==> src/logic/emt_pkg.sv <==
package emt_pkg;

   // ***************************************************************
   // Clock and basic clock timing.
   // ***************************************************************
   localparam int unsigned CLK_PERIOD_PS = 8000;
   localparam int unsigned PERIOD_100K_NS = 10000;
   localparam int unsigned PERIOD_10K_NS = 100000;
   localparam int unsigned PERIOD_2K_NS = 500000;
   localparam int unsigned PERIOD_1K_NS = 1000000;
   localparam int unsigned CYC_100K = (PERIOD_100K_NS * 1000) / CLK_PERIOD_PS;
   localparam int unsigned RATIO_10K = PERIOD_10K_NS / PERIOD_100K_NS;
   localparam int unsigned RATIO_2K = PERIOD_2K_NS / PERIOD_10K_NS;
   localparam int unsigned RATIO_1K = PERIOD_1K_NS / PERIOD_2K_NS;
   localparam int unsigned NUM_STAGES = 3;
   localparam int unsigned STAGE_W = 4;

   // ***************************************************************
   // Widths.
   // ***************************************************************
   localparam int unsigned ADDR_W = 7;
   localparam int unsigned CTRL_W = 4;
   localparam int unsigned COUNT_W = 8;
   localparam int unsigned BUF_W = 16;
   localparam int unsigned SEL_W = 2;

   // ***************************************************************
   // Addresses.
   // ***************************************************************
   localparam logic [6:0] ADDR_CONTROL = 7'h29;
   localparam logic [6:0] ADDR_MODULO = 7'h1E;
   localparam logic [6:0] ADDR_COUNT = 7'h1F;

   // ***************************************************************
   // Control register fields.
   // ***************************************************************
   localparam int unsigned RUN_BIT = 3;
   localparam int unsigned CLEAR_BIT = 2;
   localparam int unsigned SEL_HI_BIT = 1;
   localparam int unsigned SEL_LO_BIT = 0;
   localparam logic [1:0] SEL_100K = 2'h0;
   localparam logic [1:0] SEL_10K = 2'h1;
   localparam logic [1:0] SEL_2K = 2'h2;
   localparam logic [1:0] SEL_1K = 2'h3;

   // ***************************************************************
   // Reset values.
   // ***************************************************************
   localparam logic [7:0] MODULO_RESET = 8'hFF;
   localparam logic [7:0] COUNT_RESET = 8'h00;
   localparam logic [3:0] CTRL_RESET = 4'h0;

   // ***************************************************************
   // Carriers.
   // ***************************************************************
   typedef struct packed {
      logic run_enable;
      logic [1:0] clock_select;
   } emt_ctl_t;

   typedef struct packed {
      logic [6:0] addr;
      logic buffer_write_op;
      logic buffer_read_op;
      logic [15:0] data;
   } emt_buf_req_t;

endpackage : emt_pkg

==> src/logic/emt_modulo_reg.sv <==
`timescale 1ns/1ps
module emt_modulo_reg
   import emt_pkg::*;
(
   input wire logic clock_in,
   input wire logic init_in,
   input wire logic write_in,
   input wire logic [7:0] wdata_in,
   output logic [7:0] value_out
);

   // ***************************************************************
   // Interval compare value storage.
   // ***************************************************************
   logic [7:0] value_reg;

   always_ff @(posedge clock_in) begin
      if (init_in) begin
         value_reg <= MODULO_RESET;
      end else if (write_in) begin
         value_reg <= wdata_in;
      end
   end

   assign value_out = value_reg;

endmodule : emt_modulo_reg

==> src/logic/emt_modulo_timer.sv <==
// Summary of operation
// - Counts the selected basic clock in eight bits, compared with modulo.
// - Select code 00, 01, 10, 11 gives 100, 10, 2, 1 kHz.
// - Clock select field sits in control bits 1 and 0.
// - Control bit 3 runs the counter when 1, stops it when 0.
// - Writing 1 to control bit 2 clears the counter; 0 does nothing.
// - Counter reaching the modulo value raises an interrupt request.
// - The same match clears the counter so counting restarts at zero.
// - Software reads the count through the transfer buffer.
// - Software loads the modulo value through the transfer buffer.
// - Interrupt period equals modulo value times basic clock period.
// - Modulo is all ones after power, watchdog or clock stop reset.
// - Starting or stopping may cost up to one basic clock.
// - Clearing the counter may cost up to one basic clock.
// - Changing clock while running may cost one new clock period.
// - Match request wins over a simultaneous accept or counter clear, but not over a reset.
// - The counter clear bit always reads back as zero.
`timescale 1ns/1ps
module emt_modulo_timer
   import emt_pkg::*;
(
   input wire logic clock_in,
   input wire logic rst_in,
   input wire logic watchdog_stack_reset_in,
   input wire logic clock_stop_in,
   input wire logic [6:0] reg_addr_in,
   input wire logic reg_write_in,
   input wire logic reg_read_in,
   input wire logic [3:0] reg_wdata_in,
   output logic [3:0] reg_rdata_out,
   output logic reg_rvalid_out,
   input wire emt_buf_req_t buf_req_in,
   output logic [15:0] transfer_buffer_out,
   output logic buf_rvalid_out,
   input wire logic irq_accept_in,
   output logic irq_request_out,
   output logic match_pulse_out,
   output logic run_enable_out
);

   // ***************************************************************
   // Reset sources.
   // ***************************************************************
   wire logic init;

   assign init = rst_in || watchdog_stack_reset_in || clock_stop_in;

   // ***************************************************************
   // Address decode.
   // ***************************************************************
   function automatic logic hit(input logic [6:0] addr,
                                input logic [6:0] target);
      hit = (addr == target);
   endfunction : hit

   wire logic ctl_write;
   wire logic ctl_read;
   wire logic modulo_write;
   wire logic modulo_read;
   wire logic count_read;
   wire logic count_clear;

   assign ctl_write = reg_write_in && hit(reg_addr_in, ADDR_CONTROL);
   assign ctl_read = reg_read_in && hit(reg_addr_in, ADDR_CONTROL);
   assign modulo_write = buf_req_in.buffer_write_op &&
                         hit(buf_req_in.addr, ADDR_MODULO);
   assign modulo_read = buf_req_in.buffer_read_op &&
                        hit(buf_req_in.addr, ADDR_MODULO);
   assign count_read = buf_req_in.buffer_read_op &&
                       hit(buf_req_in.addr, ADDR_COUNT);
   assign count_clear = ctl_write && reg_wdata_in[CLEAR_BIT];

   // ***************************************************************
   // Control register.
   // ***************************************************************
   emt_ctl_t ctl_reg;
   emt_ctl_t ctl_next;

   always_comb begin
      ctl_next = ctl_reg;
      if (ctl_write) begin
         ctl_next.run_enable = reg_wdata_in[RUN_BIT];
         ctl_next.clock_select = {reg_wdata_in[SEL_HI_BIT],
                                  reg_wdata_in[SEL_LO_BIT]};
      end
   end

   always_ff @(posedge clock_in) begin
      if (init) begin
         ctl_reg <= emt_ctl_t'({CTRL_RESET[RUN_BIT], CTRL_RESET[SEL_HI_BIT],
                                CTRL_RESET[SEL_LO_BIT]});
      end else begin
         ctl_reg <= ctl_next;
      end
   end

   // ***************************************************************
   // Basic clock generation.
   // ***************************************************************
   wire logic basic_tick;

   // The divider chain runs free, so a start, clear or clock change
   // lands anywhere inside the current basic period.
   emt_tick_gen u_tick_gen (
      .clock_in (clock_in),
      .rst_in (init),
      .sel_in (ctl_reg.clock_select),
      .tick_out (basic_tick)
   );

   // ***************************************************************
   // Interval compare value.
   // ***************************************************************
   wire logic [7:0] compare_value;

   emt_modulo_reg u_modulo_reg (
      .clock_in (clock_in),
      .init_in (init),
      .write_in (modulo_write),
      .wdata_in (buf_req_in.data[7:0]),
      .value_out (compare_value)
   );

   // ***************************************************************
   // Running count and match.
   // ***************************************************************
   logic [7:0] running_count_reg;
   logic [7:0] running_count_next;
   wire logic count_step;
   wire logic [7:0] count_inc;
   wire logic match;

   assign count_step = basic_tick && ctl_reg.run_enable;
   assign count_inc = running_count_reg + 8'h01;
   assign match = count_step && (count_inc == compare_value);

   always_comb begin
      running_count_next = running_count_reg;
      if (count_clear) begin
         running_count_next = COUNT_RESET;
      end else if (match) begin
         running_count_next = COUNT_RESET;
      end else if (count_step) begin
         running_count_next = count_inc;
      end
   end

   always_ff @(posedge clock_in) begin
      if (init) begin
         running_count_reg <= COUNT_RESET;
      end else begin
         running_count_reg <= running_count_next;
      end
   end

   // ***************************************************************
   // Interrupt request.
   // ***************************************************************
   logic irq_reg;
   logic irq_next;
   logic match_reg;

   // A match in the cycle of an accept keeps the request.
   assign irq_next = match ? 1'b1 : (irq_accept_in ? 1'b0 : irq_reg);

   always_ff @(posedge clock_in) begin
      if (init) begin
         irq_reg <= 1'b0;
         match_reg <= 1'b0;
      end else begin
         irq_reg <= irq_next;
         match_reg <= match;
      end
   end

   // ***************************************************************
   // Control register read.
   // ***************************************************************
   logic [3:0] reg_rdata_reg;
   logic reg_rvalid_reg;
   wire logic [3:0] ctl_view;

   assign ctl_view = {ctl_reg.run_enable, 1'b0,
                      ctl_reg.clock_select};

   always_ff @(posedge clock_in) begin
      if (init) begin
         reg_rdata_reg <= 4'h0;
         reg_rvalid_reg <= 1'b0;
      end else begin
         reg_rdata_reg <= ctl_read ? ctl_view : 4'h0;
         reg_rvalid_reg <= reg_read_in;
      end
   end

   // ***************************************************************
   // Transfer buffer read.
   // ***************************************************************
   logic [15:0] buf_rdata_reg;
   logic buf_rvalid_reg;
   wire logic [7:0] buf_view;

   assign buf_view = count_read ? running_count_reg :
                     (modulo_read ? compare_value : 8'h00);

   always_ff @(posedge clock_in) begin
      if (init) begin
         buf_rdata_reg <= 16'h0000;
         buf_rvalid_reg <= 1'b0;
      end else begin
         buf_rdata_reg <= {8'h00, buf_view};
         buf_rvalid_reg <= buf_req_in.buffer_read_op;
      end
   end

   // ***************************************************************
   // Outputs.
   // ***************************************************************
   assign reg_rdata_out = reg_rdata_reg;
   assign reg_rvalid_out = reg_rvalid_reg;
   assign transfer_buffer_out = buf_rdata_reg;
   assign buf_rvalid_out = buf_rvalid_reg;
   assign irq_request_out = irq_reg;
   assign match_pulse_out = match_reg;
   assign run_enable_out = ctl_reg.run_enable;

endmodule : emt_modulo_timer

==> src/logic/emt_tick_gen.sv <==
`timescale 1ns/1ps
module emt_tick_gen
   import emt_pkg::*;
(
   input wire logic clock_in,
   input wire logic rst_in,
   input wire logic [1:0] sel_in,
   output logic tick_out
);

   // ***************************************************************
   // Free running divider chain.
   // ***************************************************************
   localparam int unsigned PRE_W = $clog2(CYC_100K);
   localparam int unsigned RATIO_TBL [NUM_STAGES] = '{RATIO_10K, RATIO_2K,
                                                       RATIO_1K};

   logic [PRE_W-1:0] pre_reg;
   logic [NUM_STAGES:0] stage_tick;
   logic tick_reg;

   assign stage_tick[0] = (pre_reg == PRE_W'(CYC_100K - 1));

   always_ff @(posedge clock_in) begin
      if (rst_in || stage_tick[0]) begin
         pre_reg <= '0;
      end else begin
         pre_reg <= pre_reg + PRE_W'(1);
      end
   end

   genvar g;
   generate
      for (g = 0; g < NUM_STAGES; g++) begin : g_stage
         logic [STAGE_W-1:0] cnt_reg;
         wire logic wrap;
         assign wrap = stage_tick[g] &&
                       (cnt_reg == STAGE_W'(RATIO_TBL[g] - 1));
         assign stage_tick[g+1] = wrap;
         always_ff @(posedge clock_in) begin
            if (rst_in || wrap) begin
               cnt_reg <= '0;
            end else if (stage_tick[g]) begin
               cnt_reg <= cnt_reg + STAGE_W'(1);
            end
         end
      end
   endgenerate

   // ***************************************************************
   // Selected basic clock tick.
   // ***************************************************************
   always_ff @(posedge clock_in) begin
      if (rst_in) begin
         tick_reg <= 1'b0;
      end else begin
         tick_reg <= stage_tick[sel_in];
      end
   end

   assign tick_out = tick_reg;

endmodule : emt_tick_gen

==> config.mk <==
export PLATFORM = sky130hd
export DESIGN_NAME = emt_modulo_timer
export DESIGN_NICKNAME = d
export VERILOG_FILES = /design/src/logic/emt_pkg.sv /design/src/logic/emt_modulo_reg.sv /design/src/logic/emt_modulo_timer.sv /design/src/logic/emt_tick_gen.sv
export SDC_FILE = /design/constraint.sdc
export NUM_CORES = 1
export LEC_CHECK = 0
export ABC_AREA = 1
export BUFFER_PORTS_ARGS = -buffer_cell sky130_fd_sc_hd__buf_4
export CAP_MARGIN = 30
export CORE_MARGIN = 4
export CORE_UTILIZATION = 50
export CTS_BUF_LIST = sky130_fd_sc_hd__clkbuf_2
export DETAILED_ROUTE_END_ITERATION = 8
export GPL_TIMING_DRIVEN = 0
export HOLD_SLACK_MARGIN = 0.05
export PLACE_DENSITY = 0.82
export SYNTH_ARGS = -nofsm -noshare
export SYNTH_HDL_FRONTEND = slang
export SYNTH_SLANG_ARGS = --single-unit
==> constraint.sdc <==
create_clock -name clock_in -period 1.7 [get_ports clock_in]
set_input_delay 0.17 -clock clock_in [delete_from_list [all_inputs] [get_ports clock_in]]
set_output_delay 0.17 -clock clock_in [all_outputs]
set_load 0.02 [all_outputs]
==> metrics.log, run 1 <==
[metrics] max reg flops: 12
[metrics] total of buffers placed on input and output ports: 50
[metrics] post-layout util: slightly below 70%
[metrics] Clk Latency, worst-skew pair: approximately 0.47 ns
[metrics] critical path start-end classification: reg -> reg
[metrics] routed wire length on met2: around 3500 µm
[metrics] total global routing track utilization: a little under a fifth
[metrics] launch point of the worst path: running_count_reg[0]
[metrics] dominant cell by count in the synthesized netlist: sky130_fd_sc_hd__nand2_1
[metrics] die outline width: around 84 µm
[metrics] worst voltage drop across the vdd grid: approximately 0.47 mV
[metrics] number of vias in the routed layout: roughly 2700
[metrics] required time at the endpoint of the critical path: just over 2 ns
[metrics] maximum fanout along the worst path: 8
[metrics] number of flops mapped to enable cells by yosys: 0
[metrics] number of pins exceeding their max-slew limit in the final report: 0
[metrics] net switching fraction of the power: between 20% and 30%
[metrics] met1 wire length: between 2000 and 3000 µm
[metrics] proportion of power drawn by the clock network: slightly below 30%
[metrics] unrepaired setup endpoints after global routing: yes
[metrics] cell chosen for the clock root: sky130_fd_sc_hd__clkbuf_2
[metrics] Post-Place Setup Slack: -0.0772 ns
[metrics] Core Rows: 27
[metrics] internal reg-to-reg setup slack: ~0.033 ns
[metrics] total negative slack for setup checks: 0 ns
[metrics] standby leakage power: between 1.5 and 2 nW
[metrics] reported max-cap violation count: 0
[metrics] synthesized area per cell: 7.57 µm²
[metrics] Psw: between 500 and 600 µW
[metrics] via/cell ratio: 4.81
[metrics] routability congestion estimate from global placement: between 0.9 and 1
[metrics] antenna violations before repair: 0
[metrics] Arr. time, crit path: about 2.0 ns
[metrics] Routed wire per std cell: around 12 µm
[metrics] maximum clock insertion buffer count: 2
[metrics] wire length on met3: 364 µm
[metrics] main area contributors after synthesis: sky130_fd_sc_hd__dfxtp_1 40%, sky130_fd_sc_hd__nand2_1 9.8%, sky130_fd_sc_hd__inv_1 6.1%, sky130_fd_sc_hd__nand3_1 5.2%, sky130_fd_sc_hd__a21oi_1 5.0%
[metrics] dominant synthesized flop cell: sky130_fd_sc_hd__dfxtp_1
[metrics] period utilization: a little over nine tenths
[metrics] share of flip-flops with an asynchronous set or reset: 0%
[metrics] Overall Power: 2.21 mW
[metrics] number of setup violations in the final report: 0
[metrics] number of buffers inserted during clock tree synthesis: 9
[metrics] wire length of the first global-routing pass: roughly 11000 µm
[metrics] top-level I/O count: between 60 and 70
[metrics] Hold Vio Cnt, Final: 0
[metrics] Clock Skew: ~0.017 ns
[metrics] maximum clock rate: roughly 600 MHz
[metrics] initial core utilization: 52.2%
[metrics] post-route minimum period: between 1.5 and 2 ns
[metrics] result of the run: completed
[metrics] Die Y-Extent: about 84 µm
[metrics] H-tree depth reported by CTS: 3
[metrics] Die ar.: around 7100 µm²
[metrics] count of antenna-violating nets left after detailed routing: 0
[metrics] pin count of the biggest net entering global routing: 11
[metrics] Internal Pwr Total: roughly 1.7 mW
[metrics] highest metal used: met4
[metrics] Hold Slack: 0.142 ns
[metrics] Std-Cell Core Area: between 5000 and 6000 µm²
[metrics] clk sink count: slightly below 60
[metrics] sequential fraction of design power: 61.6%
[metrics] first-pass detailed-route iteration total: 4
[metrics] Filler Cells Inserted: 446
[metrics] logic gate share of total power: 8.7%
[metrics] final setup margin: between 0.03 and 0.04 ns
[metrics] worst min-delay path class: in -> reg
[metrics] post-layout net count: 538
[metrics] Clock transition at path regs: 0.15 ns
[metrics] area of the multi-input gates: between 1500 and 2000 µm²
[metrics] CTS tree: yes
[metrics] Hold Crit Start: buf_req_in[18]
[metrics] Post-route DRC: 0
[metrics] power density normalized to cell area: between 500 and 600 nW/µm²
[metrics] worst flop-to-flop path startpoint: running_count_reg[0]
[metrics] DR iter-0 viols: between 100 and 150
[metrics] post-detail-place hpwl: ~4500 µm
[metrics] synthesis warning total: 0
[metrics] commonest cells in the synthesized netlist: 76 x sky130_fd_sc_hd__nand2_1, 58 x sky130_fd_sc_hd__dfxtp_1, 47 x sky130_fd_sc_hd__inv_1, 30 x sky130_fd_sc_hd__nand3_1
[metrics] normalized max-slew margin: 63.5%
[metrics] fraction of layout cells with a size suffix above 1: approximately 28%
[metrics] total detailed-routing wirelength: approximately 6600 µm
[metrics] element type at the critical path end: flip-flop
[metrics] sequential element share of the synthesized area: roughly two fifths
[metrics] top cell type's share of synthesized area: 39.9%
[metrics] number of antenna diodes: 0
[metrics] growth of design area from synthesis to finish: 32.8%
[metrics] number of global-route vias before repair: 2575
[metrics] startpoint kind of the worst setup timing path: flip-flop
[metrics] count of different cell masters after synthesis: 37
[metrics] combined area of all synthesized cells: between 2000 and 3000 µm²
[metrics] GR Overflow Total: 0
[metrics] post-synthesis sequential element count: just under 60
[metrics] Sequential Area: between 1000 and 1500 µm²
[metrics] leading area contributor after synthesis: sky130_fd_sc_hd__dfxtp_1
[metrics] measured slew at the worst slew-check pin: about 0.54 ns
[metrics] post-synthesis instance total: 384
[worst paths after layout]
check | end | depth (start not counted)
worst max-delay path | running_count_reg[5] | 10
worst max register to register | running_count_reg[5] | 10
worst min register to register | u_tick_gen.pre_reg[9] | 1
worst min-delay path | transfer_buffer_out[5] | 5
[layer usage]
metal / track usage, % / vias to the layer above
met5: 0 / -
met4: 5.41 / 0
met3: 5.79 / 8
met2: 33.4 / 62
met1: 21.7 / 1218
li1: - / 1422
[cells in the final DEF, fill, tap and decap left out, types with 4 or more instances in the layout]
cell	netlist	final
sky130_fd_sc_hd__nand2_1	76	74
sky130_fd_sc_hd__dfxtp_1	58	55
sky130_fd_sc_hd__nand2_2	7	8
sky130_fd_sc_hd__nor2_1	29	28
sky130_fd_sc_hd__buf_4	11	68
sky130_fd_sc_hd__nor2_4	4	6
sky130_fd_sc_hd__xor2_1	7	7
sky130_fd_sc_hd__inv_2	6	6
sky130_fd_sc_hd__nand3_2	1	5
sky130_fd_sc_hd__o21ai_1	5	5
sky130_fd_sc_hd__dlygate4sd3_1	0	25
sky130_fd_sc_hd__clkinv_1	1	4
sky130_fd_sc_hd__conb_1	1	9
sky130_fd_sc_hd__clkbuf_2	0	11
sky130_fd_sc_hd__nand3_1	30	26
sky130_fd_sc_hd__a21oi_1	29	28
sky130_fd_sc_hd__o21ai_0	20	20
sky130_fd_sc_hd__inv_1	47	47
sky130_fd_sc_hd__nand4_1	5	5
sky130_fd_sc_hd__ha_1	9	8
sky130_fd_sc_hd__nor2_2	12	11
[worst max-delay path, cell delays in order (launching register included)]
cell	delay [ns]
sky130_fd_sc_hd__dfxtp_4	0.40
sky130_fd_sc_hd__ha_4	0.26
sky130_fd_sc_hd__inv_1	0.05
sky130_fd_sc_hd__a21oi_2	0.12
sky130_fd_sc_hd__nand3_1	0.08
sky130_fd_sc_hd__nor2_1	0.17
sky130_fd_sc_hd__nand3_2	0.12
sky130_fd_sc_hd__nor2_4	0.13
sky130_fd_sc_hd__nand2_4	0.08
sky130_fd_sc_hd__nand2_8	0.12
sky130_fd_sc_hd__nor2_2	0.04
[logic make-up (layout without fill, tap and decap cells)]
kind of cell,after synthesis,after routing,share of synthesized area (%)
adders and majority gates,9,9,3.87
and+or+nand+nor,182,182,32.9
AOI/OAI and AO/OA,58,58,10.4
other,1,9,0.129
buffers and inverters,67,166,10.1
DFF,58,58,39.9
xor gates and xnor gates,9,9,2.71
[cell type report]
| class | instances | area share [%] |
|---|---|---|
| Multi-Input combinational cell | 267 | 39.9 |
| Clock inverter | 5 | 0.551 |
| Clock buffer | 11 | 1.43 |
| Sequential cell | 58 | 30.3 |
| Inverter | 54 | 5.25 |
| Buffer | 13 | 2.37 |
| Timing Repair Buffer | 83 | 17.9 |
| Tap cell | 72 | 2.33 |
[power by group through the flow]
stage,logic [mW],clock network (mW),registers (mW)
floorplan,0.0774,0,1.40
global placement,0.152,0,1.39
detailed placement,0.155,0,1.39
CTS,0.190,0.682,1.36
global route,0.210,0.750,1.36
finish,0.193,0.655,1.36
[repair_timing]
item	in CTS	in global routing
hold buffers	24	1
endpoints found under the setup margin	10	12
gates resized for setup	3	16
endpoints found under the hold margin	31	2
pin swaps	0	13
buffers inserted	0	9
[through the flow]
step / instance area, µm² / std cells
6_report: 3860 / 563
2_1_floorplan: 2940 / 392
3_3_place_gp: 3400 / 514
4_1_cts: 3720 / 554
3_5_place_dp: 3400 / 514
5_1_grt: 3860 / 563
(Power assumes the default switching activity.)
==> inputs of run 2 (changes only) <==
- CORE_ASPECT_RATIO: default -> 0.7
==> run 2 against run 1 <==
Critical path depth did not move. Register-to-register slack improved by 0.02 ns. Global-route usage rose by 1.1 points. Power rose by 0.21%. Clock skew rose by 0.00050 ns. Hold slack got worse by 0.029 ns. Final area fell by 1.2%. Fmax rose by 1.0%. Die area rose by 0.28%. Routed wire length rose by 3.4%. Clock power rose by 0.6%.
==> metrics.log, run 2 (same netlist as run 1, synthesis figures left out) <==
[metrics] result of the run: completed
[metrics] total global routing track utilization: 19.9% (+1.1 points)
[metrics] measured slew at the worst slew-check pin: 0.566 ns (+0.0211 ns)
[metrics] Core Rows: 22 (-19%)
[metrics] maximum clock rate: 606 MHz (+1.0%)
[metrics] power density normalized to cell area: 580 nW/µm² (+1.4%)
[metrics] element type at the critical path end: flip-flop
[metrics] CTS tree: yes
[metrics] Register-to-Register Path Depth: 10 (unchanged)
[metrics] worst flop-to-flop path startpoint: running_count_reg[0]
[metrics] number of vias in the routed layout: 2787 (+2.8%)
[metrics] routability congestion estimate from global placement: 0.867 (-3.8%)
[metrics] final design area excluding fillers: 3810 µm² (-1.2%)
[metrics] Die ar.: 7120 µm² (+0.28%)
[metrics] clk sink count: 58 (unchanged)
[metrics] Hold Slack: 0.113 ns (-0.0292 ns)
[metrics] first-pass detailed-route iteration total: 5 (+1)
[metrics] fraction of layout cells with a size suffix above 1: 27.0% (-0.95 points)
[metrics] Arr. time, crit path: 2.03 ns (about the same)
[metrics] startpoint kind of the worst setup timing path: flip-flop
[metrics] via/cell ratio: 4.99 (+3.8%)
[metrics] count of antenna-violating nets left after detailed routing: 0 (unchanged)
[metrics] Die Y-Extent: 71.8 µm (-15%)
[metrics] H-tree depth reported by CTS: 3 (unchanged)
[metrics] antenna violations before repair: 0 (unchanged)
[metrics] Post-Place Setup Slack: -0.166 ns (-0.0890 ns)
[metrics] die outline width: 99.2 µm (+18%)
[metrics] DR iter-0 viols: 197 (+74%)
[metrics] maximum clock insertion buffer count: 2 (unchanged)
[metrics] final setup margin: 0.0493 ns (+0.0165 ns)
[metrics] internal reg-to-reg setup slack: 0.05 ns (+0.02 ns)
[metrics] pin count of the biggest net entering global routing: 11 (unchanged)
[metrics] Overall Power: 2.21 mW (+0.21%)
[metrics] Post-Place Cell Area: 3400 µm² (unchanged)
[metrics] initial core utilization: 53.6% (+1.5 points)
[metrics] maximum fanout along the worst path: 8 (unchanged)
[metrics] wire length of the first global-routing pass: 11400 µm (+3.5%)
[metrics] critical path start-end classification: reg -> reg
[metrics] period utilization: 97.1% (-0.97 points)
[metrics] post-detail-place hpwl: 4880 µm (+8.3%)
[metrics] reported max-cap violation count: 0 (unchanged)
[metrics] Clk Latency, worst-skew pair: 0.49 ns (+0.02 ns)
[metrics] total negative slack for setup checks: 0 ns (unchanged)
[metrics] number of antenna diodes: 0 (unchanged)
[metrics] hold path cells: 5 (unchanged)
[metrics] worst min-delay path class: in -> reg
[metrics] required time at the endpoint of the critical path: 2.08 ns (+0.03 ns)
[metrics] post-route minimum period: 1.65 ns (-0.0165 ns)
[metrics] total detailed-routing wirelength: 6850 µm (+3.4%)
[metrics] number of setup violations in the final report: 0 (unchanged)
[metrics] Clock transition at path regs: 0.15 ns (about the same)
[metrics] growth of design area from synthesis to finish: 31.2%
[metrics] capture endpoint of the worst hold path: transfer_buffer_out[7]
[metrics] number of buffers inserted during clock tree synthesis: 9 (unchanged)
[metrics] Routed wire per std cell: 12.3 µm (+4.3%)
[metrics] max reg flops: 12 (unchanged)
[metrics] most frequent cells in the layout: 74 x sky130_fd_sc_hd__nand2_1, 65 x sky130_fd_sc_hd__buf_4, 56 x sky130_fd_sc_hd__dfxtp_1
[metrics] GR Overflow Total: 0 (unchanged)
[metrics] cell chosen for the clock root: sky130_fd_sc_hd__clkbuf_2
[metrics] worst voltage drop across the vdd grid: 0.318 mV (-32%)
[metrics] standby leakage power: 1.64 nW (-2.8%)
[metrics] Std-Cell Core Area: 5420 µm² (-2.7%)
[metrics] Filler Cells Inserted: 446 (unchanged)
[metrics] unrepaired setup endpoints after global routing: yes
[metrics] normalized max-slew margin: 62.1% (-1.4 points)
[metrics] post-layout net count: 533 (-0.93%)
[metrics] total of buffers placed on input and output ports: 50 (unchanged)
[metrics] number of global-route vias before repair: 2645 (+2.7%)
[metrics] Clock Skew: 0.0170 ns (+0.000503 ns)
[metrics] Post-route DRC: 0 (unchanged)
[metrics] leading cell type in the layout, fill and taps excluded: sky130_fd_sc_hd__nand2_1
[metrics] top-level I/O count: 68 (unchanged)
[metrics] Hold Vio Cnt, Final: 0 (unchanged)
[metrics] number of pins exceeding their max-slew limit in the final report: 0 (unchanged)
[metrics] Hold Crit Start: buf_req_in[18]
[metrics] worst r2r dst: running_count_reg[0]
## run 2: layer usage
metal  track usage, %  vias up  part of all wire [%]
met5                0        -                     0
met4             8.03        0                   2.4
met3             6.91       18                   7.4
met2             32.4       99                    45
met1             24.3     1262                    45
li1                 -     1408                     -
## run 2: per-stage QoR
step	instances	util, %
6_report	558	70.4
5_1_grt	558	70.4
4_1_cts	554	68.9
3_5_place_dp	514	62.8
3_3_place_gp	514	62.8
2_1_floorplan	392	-
## run 2: worst max-delay path: stages, from the launching register on
cell	delay, ns
sky130_fd_sc_hd__dfxtp_4	0.39
sky130_fd_sc_hd__ha_4	0.27
sky130_fd_sc_hd__inv_2	0.04
sky130_fd_sc_hd__a21oi_2	0.14
sky130_fd_sc_hd__nand3_2	0.11
sky130_fd_sc_hd__nor2_4	0.13
sky130_fd_sc_hd__nand3_2	0.11
sky130_fd_sc_hd__nor2_4	0.13
sky130_fd_sc_hd__nand2_4	0.08
sky130_fd_sc_hd__nand2_8	0.12
sky130_fd_sc_hd__nor2_4	0.03
## run 2: worst max-delay path by stage
| stage | startpoint | to | slack, ns | cells past startpoint |
|---|---|---|---|---|
| after detailed placement | running_count_reg[0] | running_count_reg[6] | -0.17 | 10 |
| after global placement | running_count_reg[0] | running_count_reg[2] | -0.08 | 10 |
| after global routing | running_count_reg[0] | running_count_reg[0] | -0.03 | 12 |
| after CTS | running_count_reg[0] | running_count_reg[6] | 0.001 | 10 |
| after floorplan | running_count_reg[0] | running_count_reg[2] | 0.13 | 10 |
| final | running_count_reg[0] | running_count_reg[0] | 0.05 | 10 |
## run 2: timing repair
item,4_1_cts,5_1_grt
hold buffers,24,0
hold endpoints to repair,32,0
gates resized for setup,6,12
endpoints found under the setup margin,10,11
pin swaps,0,9
setup buffers,0,4
## run 2: area by class of cell
type / instances / area, µm² / area share, %
Multi-Input combinational cell: 267 / 1540 / 40.4
Sequential cell: 58 / 1170 / 30.6
Timing Repair Buffer: 78 / 646 / 16.9
Inverter: 54 / 203 / 5.31
Buffer: 13 / 91.3 / 2.39
Tap cell: 72 / 90.1 / 2.36
Clock buffer: 10 / 50.0 / 1.31
Clock inverter: 6 / 23.8 / 0.623
## run 2: power by group
group	internal, mW	total, mW	switching (mW)
Sequential	1.36	1.36	0.00171
Combinational	0.110	0.193	0.0829
Clock	0.173	0.659	0.487
Total	1.64	2.21	0.571
